## config.mk

```make
export PLATFORM = sky130hd
export DESIGN_NAME = mmbd_decode
export DESIGN_NICKNAME = d
export VERILOG_FILES = /design/src/verilog/mmbd_pkg.sv /design/src/verilog/mmbd_decode.sv
export SDC_FILE = /design/constraint.sdc
export NUM_CORES = 1
export LEC_CHECK = 0
export BUFFER_PORTS_ARGS = -buffer_cell sky130_fd_sc_hd__buf_2
export CAP_MARGIN = 30
export CORE_AREA = 5 5 59 66
export DETAILED_ROUTE_END_ITERATION = 8
export DIE_AREA = 0 0 64 71
export GPL_TIMING_DRIVEN = 0
export PLACE_DENSITY = 0.73
export SYNTH_ARGS = -nofsm -noshare
export SYNTH_HDL_FRONTEND = slang
export SYNTH_SLANG_ARGS = --single-unit
```

## constraint.sdc

```tcl
create_clock -name ref_clk -period 1.67 [get_ports ref_clk]
set_input_delay 0.334 -clock ref_clk [delete_from_list [all_inputs] [get_ports ref_clk]]
set_output_delay 0.334 -clock ref_clk [all_outputs]
set_load 0.01 [all_outputs]
```

## src/verilog/mmbd_pkg.sv

```systemverilog
// Package for the memory map and bank decode block: sizes, vectors, field positions.
`default_nettype none
package mmbd_pkg;
    localparam int unsigned PC_W         = 13;
    localparam int unsigned INSTR_W      = 14;
    localparam int unsigned OFS_W        = 7;
    localparam int unsigned DADDR_W      = 9;
    localparam int unsigned PTR_W        = 8;
    localparam int unsigned BANK_W       = 2;
    localparam int unsigned STAT_BSH_POS = 6;
    localparam int unsigned STAT_BSL_POS = 5;
    localparam logic [PC_W-1:0] RESET_VEC = 13'h0000;
    localparam logic [PC_W-1:0] INT_VEC   = 13'h0004;
    localparam logic [PC_W-1:0] SIZE_4K_MASK = 13'h0FFF;
    localparam logic [PC_W-1:0] SIZE_8K_MASK = 13'h1FFF;
    localparam logic [OFS_W-1:0] BANK_TOP   = 7'h7F;
    // Special function region ends below this offset; general storage above
    localparam logic [OFS_W-1:0] GPR_BASE   = 7'h20;
    // Offsets whose register is shared by all banks
    localparam logic [OFS_W-1:0] MIR_LO     = 7'h00;
    localparam logic [OFS_W-1:0] MIR_HI     = 7'h04;
    localparam logic [OFS_W-1:0] MIR_PCH    = 7'h0A;
    localparam logic [OFS_W-1:0] MIR_INT    = 7'h0B;
    localparam logic [OFS_W-1:0] MIR_RAM_LO = 7'h70;
    localparam logic [PC_W-1:0] PC_STEP     = 13'h0001;

    typedef enum logic [1:0] {MMBD_REG_NONE, MMBD_REG_SFR, MMBD_REG_GPR} mmbd_region_t;

    typedef struct packed {
        logic [DADDR_W-1:0] phys;    // Bank-folded address seen by storage
        mmbd_region_t       region;
        logic               shared;  // Decodes to the same register in every bank
    } mmbd_daddr_t;
endpackage
`default_nettype wire

```

## src/verilog/mmbd_decode.sv

```systemverilog
// Program counter and data address decoder for a banked microcontroller memory map.
`timescale 1ns/1ns
`default_nettype none
module mmbd_decode
    import mmbd_pkg::*;
#(
    parameter bit SMALL_PROG = 1'h0                     // 1: only 4K words implemented
) (
    input  wire logic               ref_clk,            // Core clock, 50 MHz
    input  wire logic               resetn,             // Asynchronous reset, active low
    input  wire logic               pc_advance,         // Step to next instruction
    input  wire logic               pc_load,            // Load branch target
    input  wire logic [PC_W-1:0]    pc_target,          // Branch target
    input  wire logic               int_take,           // Interrupt accepted
    input  wire logic [7:0]         status_reg,         // Status register value
    input  wire logic [OFS_W-1:0]   instr_ofs,          // Offset field of the instruction
    input  wire logic               indirect_sel,       // Operand uses the pointer
    input  wire logic [PTR_W-1:0]   indirect_pointer,   // Pointer register value
    output logic [PC_W-1:0]         pc,                 // Program counter
    output logic [PC_W-1:0]         fetch_addr,         // Address on program bus
    output logic [1:0]              bank_sel,           // Selected data bank
    output mmbd_daddr_t             data_dec            // Decoded data address
);
    logic [PC_W-1:0] pc_q;
    logic [PC_W-1:0] pc_d;

    // The counter stays 13 bits on both variants; only the bus address is cut
    wire logic [PC_W-1:0] size_mask = SMALL_PROG ? SIZE_4K_MASK : SIZE_8K_MASK;

    // Interrupt vector wins over a branch; both win over a plain step
    always_comb begin
        if (int_take) begin
            pc_d = INT_VEC;
        end else if (pc_load) begin
            pc_d = pc_target;
        end else if (pc_advance) begin
            pc_d = pc_q + PC_STEP;
        end else begin
            pc_d = pc_q;
        end
    end

    always_ff @(posedge ref_clk or negedge resetn) begin
        if (!resetn) begin
            pc_q <= RESET_VEC;
        end else begin
            pc_q <= pc_d;
        end
    end

    assign pc = pc_q;
    // Upper bit is ignored rather than faulting, so code past 4K aliases low
    assign fetch_addr = pc_q & size_mask;

    wire logic bs_high = status_reg[STAT_BSH_POS];
    wire logic bs_low  = status_reg[STAT_BSL_POS];
    assign bank_sel = {bs_high, bs_low};

    // Indirect: high bank bit joins the 8-bit pointer
    // Pointer bit 7 takes the place of bank_select_low, which indirect access ignores
    wire logic [DADDR_W-1:0] dir_addr = {bank_sel, instr_ofs};
    wire logic [DADDR_W-1:0] ind_addr = {bs_high, indirect_pointer};
    wire logic [DADDR_W-1:0] raw_addr = indirect_sel ? ind_addr : dir_addr;
    wire logic [OFS_W-1:0]   ofs      = raw_addr[OFS_W-1:0];

    wire logic is_sfr = (ofs < GPR_BASE);
    // Shared set: core registers, the page latch, interrupt control and the top RAM block
    wire logic shr_core  = (ofs >= MIR_LO) && (ofs <= MIR_HI);
    wire logic shr_page  = (ofs == MIR_PCH);
    wire logic shr_intc  = (ofs == MIR_INT);
    wire logic shr_ram   = (ofs >= MIR_RAM_LO);
    wire logic is_shared = shr_core || shr_page || shr_intc || shr_ram;
    // Shared offsets fold to bank 0 so one physical register serves all banks
    wire logic [DADDR_W-1:0] phys = is_shared ? {2'h0, ofs} : raw_addr;

    // Region NONE is never driven; storage outside the banks would use it
    always_comb begin
        data_dec.phys   = phys;
        data_dec.shared = is_shared;
        data_dec.region = is_sfr ? MMBD_REG_SFR : MMBD_REG_GPR;
    end

    // Program side: vectors, stepping, loading and the fetch address
    a_reset_vector: assert property (
        @(posedge ref_clk)
        $rose(resetn)
        |-> pc == RESET_VEC
    ) else $error("pc not at reset vector after reset");

    a_int_vector: assert property (
        @(posedge ref_clk) disable iff (!resetn)
        int_take
        |=> pc == INT_VEC
    ) else $error("pc not at interrupt vector");

    a_int_priority: assert property (
        @(posedge ref_clk) disable iff (!resetn)
        int_take && (pc_load || pc_advance)
        |=> pc == INT_VEC
    ) else $error("interrupt lost to a branch or step");

    a_pc_step: assert property (
        @(posedge ref_clk) disable iff (!resetn)
        pc_advance && !pc_load && !int_take
        |=> pc == $past(pc) + PC_STEP
    ) else $error("pc did not advance by one");

    a_load_target: assert property (
        @(posedge ref_clk) disable iff (!resetn)
        pc_load && !int_take
        |=> pc == $past(pc_target)
    ) else $error("pc did not take the branch target");

    a_pc_hold: assert property (
        @(posedge ref_clk) disable iff (!resetn)
        !pc_advance && !pc_load && !int_take
        |=> pc == $past(pc)
    ) else $error("pc moved without a request");

    a_fetch_full: assert property (
        @(posedge ref_clk) disable iff (!resetn)
        !SMALL_PROG
        |-> fetch_addr == pc
    ) else $error("fetch address differs from pc");

    a_fetch_wrap: assert property (
        @(posedge ref_clk) disable iff (!resetn)
        SMALL_PROG
        |-> fetch_addr[PC_W-1] == 1'h0 && fetch_addr[PC_W-2:0] == pc[PC_W-2:0]
    ) else $error("fetch address not wrapped");

    a_small_range: assert property (
        @(posedge ref_clk) disable iff (!resetn)
        SMALL_PROG
        |-> fetch_addr <= SIZE_4K_MASK
    ) else $error("fetch address beyond implemented words");

    a_fetch_stable: assert property (
        @(posedge ref_clk) disable iff (!resetn)
        $stable(pc)
        |-> $stable(fetch_addr)
    ) else $error("fetch address moved by data side");

    // Data side: bank bits, address forming, regions and shared registers
    a_bank_bits: assert property (
        @(posedge ref_clk) disable iff (!resetn)
        1'h1
        |-> bank_sel == {status_reg[STAT_BSH_POS], status_reg[STAT_BSL_POS]}
    ) else $error("bank select mismatch");

    a_direct_addr: assert property (
        @(posedge ref_clk) disable iff (!resetn)
        !indirect_sel && !data_dec.shared
        |-> data_dec.phys == {status_reg[STAT_BSH_POS], status_reg[STAT_BSL_POS], instr_ofs}
    ) else $error("direct address wrong");

    a_indirect_addr: assert property (
        @(posedge ref_clk) disable iff (!resetn)
        indirect_sel
        |-> data_dec.phys[OFS_W-1:0] == indirect_pointer[OFS_W-1:0]
    ) else $error("indirect offset wrong");

    a_indirect_bank: assert property (
        @(posedge ref_clk) disable iff (!resetn)
        indirect_sel && !data_dec.shared
        |-> data_dec.phys == {status_reg[STAT_BSH_POS], indirect_pointer}
    ) else $error("indirect address wrong");

    a_offset_kept: assert property (
        @(posedge ref_clk) disable iff (!resetn)
        !indirect_sel
        |-> data_dec.phys[OFS_W-1:0] == instr_ofs
    ) else $error("in-bank offset altered");

    a_sfr_low: assert property (
        @(posedge ref_clk) disable iff (!resetn)
        1'h1
        |-> (data_dec.region == MMBD_REG_SFR) == (data_dec.phys[OFS_W-1:0] < GPR_BASE)
    ) else $error("region decode wrong");

    a_sfr_bank_kept: assert property (
        @(posedge ref_clk) disable iff (!resetn)
        !indirect_sel && !data_dec.shared && data_dec.region == MMBD_REG_SFR
        |-> data_dec.phys[DADDR_W-1:OFS_W] == bank_sel
    ) else $error("special register left its bank");

    a_gpr_high: assert property (
        @(posedge ref_clk) disable iff (!resetn)
        data_dec.region == MMBD_REG_GPR
        |-> data_dec.phys[OFS_W-1:0] >= GPR_BASE
    ) else $error("general storage below special region");

    a_region_known: assert property (
        @(posedge ref_clk) disable iff (!resetn)
        1'h1
        |-> data_dec.region != MMBD_REG_NONE
    ) else $error("offset decoded to no region");

    a_mirror_fold: assert property (
        @(posedge ref_clk) disable iff (!resetn)
        data_dec.shared
        |-> data_dec.phys[DADDR_W-1:OFS_W] == 2'h0
    ) else $error("shared register not folded");

    a_data_stable: assert property (
        @(posedge ref_clk) disable iff (!resetn)
        $stable(status_reg) && $stable(instr_ofs) && $stable(indirect_sel)
        && $stable(indirect_pointer)
        |-> $stable(data_dec)
    ) else $error("data decode moved by program side");

endmodule
`default_nettype wire

```

# After elaboration in Yosys (flattened, before gate mapping)
# Index checks and enable logic that the tools add are counted.
dict set report totals {
  register_bits 13
  inputBits 42
  out_inout_bits 40
  word_cells 19
}
dict set report op_classes {
  n_addsub 1
  order_cmp 4
  n_eq_ne 2
  n_mux 6
  reduce_logical 5
}
# cell count
set ops {}
lappend ops {{13-bit 2-to-1 mux} 3}
lappend ops {{7-bit by 4-bit == test with 1-bit output, second input constant} 2}
lappend ops {{13-bit by 1-bit adder with 13-bit output, second input constant} 1}
lappend ops {{9-bit 2-to-1 mux} 1}
lappend ops {{8-bit 2-to-1 mux} 1}
lappend ops {{7-bit by 1-bit greater-or-equal comparator with 1-bit output, second input constant} 1}
lappend ops {{7-bit greater-or-equal comparator, second input constant} 1}
lappend ops {{7-bit by 3-bit less-or-equal comparator with 1-bit output, second input constant} 1}
lappend ops {{7-bit by 6-bit < comparator with 1-bit output, second input constant} 1}
lappend ops {{1-bit logical OR} 3}
lappend ops {{3-bit nonzero test} 1}
lappend ops {{2-bit 2-to-1 mux} 1}
lappend ops {{1-bit logical AND} 1}

# Logic depth before layout (Yosys ltp)
dict set report depth {
  ltp_word 7
  depth_mapped 6
  mapped_depth_nobuf 5
}

# Worst setup path before layout
# OpenSTA, ideal clock, no wires.
dict set report synth_timing {
  path_type {input port to output port}
  start {in indirect_sel}
  end {out data_dec[0] (netlist bit)}
  arrival_time_ns 1.519
  required_time_ns 1.336
  path_slack_ns -0.183
  stages 5
  n_path_buf 2
  path_cell_list {buf_6 > mux2_4 > or2_4 > o31ai_4 > buf_4}
}
dict set report synth_between {
  elab_chain_len 6
  elab_cells_between_ends 10
  classes_between {order compare: 3; eq/ne: 2; mux: 1; reduce/logical: 4}
}
# item line_no
set synth_rtl {}
lappend synth_rtl {{from (decl)} mmbd_decode.sv:17} ;# input wire logic indirect_sel,
lappend synth_rtl {{8-bit 2-to-1 mux (*)} mmbd_decode.sv:63} ;# wire logic [DADDR_W-1:0] raw_addr = indirect_sel ? ind_addr : dir_addr;
lappend synth_rtl {{7-bit by 1-bit greater-or-equal comparator with 1-bit output / 7-bit by 3-bit less-or-equal comparator with 1-bit output (equally long branches)} mmbd_decode.sv:68} ;# wire logic shr_core = (ofs >= MIR_LO) && (ofs <= MIR_HI);
lappend synth_rtl {{1-bit logical AND} mmbd_decode.sv:68}
lappend synth_rtl {{1-bit logical OR (2 in series)} mmbd_decode.sv:72} ;# wire logic is_shared = shr_core || shr_page || shr_intc || shr_ram;
lappend synth_rtl {{1-bit logical OR (*)} mmbd_decode.sv:72}
lappend synth_rtl {{to (decl)} mmbd_decode.sv:22} ;# output mmbd_daddr_t data_dec
# Mark *: on every way between the ends. The rest lies on a longest branch, timed or not.

# Worst setup path in the final report
# Same ends and word-level chain as after synthesis.

==> flow_metrics.env <==
export IMPL_final_instance_count_excl_fill=243
export IMPL_synth_compound_area_frac=0.1463
export IMPL_largestRegisters="fetch_addr x13"
export IMPL_root_buffer="clkbuf_4"
export IMPL_first_global_vias=1146
export IMPL_synth_commonest_cells="16 x buf_4, 13 x dfrtp_1, 13 x nor2_1"
export IMPL_maxSlewHeadroom=0.6692
export IMPL_path_buf_inv=3
export IMPL_fin_skew_ns=0.005120
export IMPL_synthCells=124
export IMPL_wl_per_cell_um=12.15
export IMPL_drive_gt1_frac=0.5459
export IMPL_wl_mm=2.952
export IMPL_p_clk_frac=0.219
export IMPL_die_area_sq_um=4544
export IMPL_yosys_top_cells_area="dfrtp_1 31%, buf_4 11%, a211oi_1 5.0%, xnor2_1 5.0%, nor2_1 4.6%"
export IMPL_crit_slowest_cell="mux2_4"
export IMPL_hold_path_class="input pin to register"
export IMPL_cap_violations=0
export IMPL_p_int_mw=0.6076
export IMPL_ys_ff_latch=13
export IMPL_fmax_mhz=547.7
export IMPL_routed_via_density=4.757
export IMPL_yosys_most_used_dff="dfrtp_1"
export IMPL_ys_warn_count=0
export IMPL_synthXorXnorAreaFrac=0.07491
export IMPL_synth_top_cell_area_share=0.3092
export IMPL_crit_family="buffers and inverters"
export IMPL_cts_clk_slew_worst_paths_ns=0.08
export IMPL_cts_tree="built"
export IMPL_htree_levels=1
export IMPL_place_hpwl_mm=2.427
export IMPL_syn_nets=167
export IMPL_crit_arrival_ns=1.49
export IMPL_yosys_area_share_adder=0.01189
export IMPL_seq_power_share=0.411
export IMPL_ys_seq_area_frac=0.3092
export IMPL_start_util=0.3267
export IMPL_synthSimpleGateAreaFrac=0.2176
export IMPL_power_switching_mw=0.2897
export IMPL_setup_viol=5
export IMPL_worst_pin_slew_ns=0.4962
export IMPL_cts_buffers=3
export IMPL_fin_crit_sh=1.093
export IMPL_worst_slack_ns=-0.1557
export IMPL_startpoint_type="input pin"
export IMPL_fin_crit_ns=1.826
export IMPL_nFillCells=321
export IMPL_die_w_um=64
export IMPL_synthArstFlopShare=1.000
export IMPL_num_antenna_cells=0
export IMPL_critPathKind="input pin to primary output"
export IMPL_syn_to_final_growth_pct=49.82
export IMPL_grt_overflow_total=0
export IMPL_dpl_instance_area_sq_um=1476
export IMPL_coreArea_sq_um=3221
export IMPL_dr_first_iter_drc_count=35
export IMPL_max_flop_register="fetch_addr"
export IMPL_violations="setup timing"
export IMPL_final_util=0.4895
export IMPL_ios=82
export IMPL_fin_area_sq_um=1577
export IMPL_drc=0
export IMPL_fin_nets=251
export IMPL_crit_chain="buf_12 > mux2_4 > or2_4 > o31ai_4 > buf_4 > buf_6"
export IMPL_synth_most_common_cell="buf_4"
export IMPL_hold_viol=0
export IMPL_ant_nets=0
export IMPL_power_leakage_nw=0.8165
export IMPL_clk_insertion_delay_late_ns=0.27
export IMPL_syn_area_sq_um=1052
export IMPL_grt_max_degree=14
export IMPL_synth_edf_count=0
export IMPL_cp_end_kind="primary output"
export IMPL_rsz0062_at_grt="yes"
export IMPL_grt_pass1_wl_mm=4.836
export IMPL_yosysUniqueCellTypes=32
export IMPL_die_y_um=71
export IMPL_crit_fanout=6
export IMPL_grt_antenna_before_repair=0
export IMPL_largest_reg_flops=13
export IMPL_via_count=1156
export IMPL_track_usage=0.1296
export IMPL_clkSinkCount=13
export IMPL_ir_drop_v=0.0003659
export IMPL_synth_mux_area_frac=0.07848
export IMPL_power_per_cell_area_nw_per_um2=569.2
export IMPL_synth_top_family_by_area="simple AND/OR/NAND/NOR gates"
export IMPL_swShare=0.3229
export IMPL_p_comb_frac=0.370
export IMPL_firstDrtPassIters=4
export IMPL_required_ns=1.34
export IMPL_avgSynthCellArea_sq_um=8.486
export IMPL_maxSlewViolCount=0
export IMPL_yosys_area_top_type="dfrtp_1"
export IMPL_clock_path_buffers=2
export IMPL_gp_congestion=0.7533
export IMPL_numPortBuffers=74
export IMPL_status="finished with violations"
export IMPL_rows=22
export IMPL_max_stage_delay_ns=0.29
export IMPL_dp_cells=234
-- routing by layer --
metal,vias up,share of wire,track usage
met5,-,0,0
met2,44,0.56,0.2358
met3,4,0.090,0.03016
met4,0,0.0078,0.05774
met1,524,0.34,0.1393
li1,584,-,-
-- final cells by class --
cell class	count	area (sq um)	share of cell area
repair buffers	79	432.9	0.2746
flip-flops and latches	13	327.8	0.2079
clock buffers	4	26.28	0.01667
multi-input cells	84	565.5	0.3587
inverters	6	22.52	0.01429
plain buffers	21	156.4	0.09921
well taps	36	45.04	0.02857
-- what timing repair did --
action	CTS	global route
setup buffers	2	2
pin swaps	3	3
hold endpoints to repair	13	0
hold buffers	1	0
setup endpoints to repair	3	7
gates resized for setup	1	8
-- kinds of logic (layout without fill, tap and decap cells) --
logic type / Yosys count / in the layout
flops: 13 / 13
compound gates: 21 / 21
fa+ha+maj: 1 / 1
mux: 7 / 7
buf+inv: 27 / 110
xor+xnor: 9 / 9
simple gates: 46 / 46
-- path summary, 6_finish.rpt --
check	slack (ns)	from	endpoint	cells after the start
max in group asynchronous	0.93	resetn	fetch_addr[0]	2
hold reg to reg	0.61	fetch_addr[12]	fetch_addr[12]	2
setup reg to reg	0.15	fetch_addr[0]	fetch_addr[6]	4
min in group asynchronous	0.48	resetn	fetch_addr[2]	2
hold / removal	0.25	int_take	fetch_addr[5]	2
setup / recovery	-0.16	indirect_sel	data_dec[0]	6
-- layout by cell type, fill, tap and decap left out, types with 2 or more instances in the layout --
cell type / count
clkbuf_4: 3
buf_4: 19
o21ai_0: 4
nand3_1: 4
or3_1: 2
a311oi_1: 2
mux2_4: 2
a211oi_1: 7
dfrtp_2: 2
dfrtp_1: 11
nor2_1: 13
nand2_1: 9
a21oi_1: 4
mux2i_1: 3
inv_1: 5
nand4_1: 4
xnor2_1: 6
nor2_2: 2
mux2_2: 2
nor3_1: 4
buf_2: 72
clkbuf_1: 4
nand2b_1: 3
xor2_1: 3
buf_6: 4
-- stage by stage --
step	setup TNS (ns)	setup slack, ns	power, mW	hold slack [ns]
finish	-0.3751	-0.1557	0.8974	0.2465
global route	-0.5872	-0.1995	0.9579	0.2594
CTS	-0.5232	-0.2156	0.8953	0.2451
detailed placement	-0.5045	-0.2156	0.6884	0.2428
global placement	-0.4929	-0.2108	0.6843	0.2380
floorplan	-0.1671	-0.1064	0.5500	0.03841
-- power by group through the flow --
| stage | sequential [mW] | clock, mW | combinational, mW |
|---|---|---|---|
| final | 0.369 | 0.196 | 0.332 |
| after global placement | 0.374 | 0 | 0.311 |
| after global routing | 0.375 | 0.216 | 0.367 |
| after detailed placement | 0.375 | 0 | 0.314 |
| after CTS | 0.368 | 0.203 | 0.324 |
| after floorplan | 0.379 | 0 | 0.171 |
Note: power is estimated with default switching activity, not from simulation.
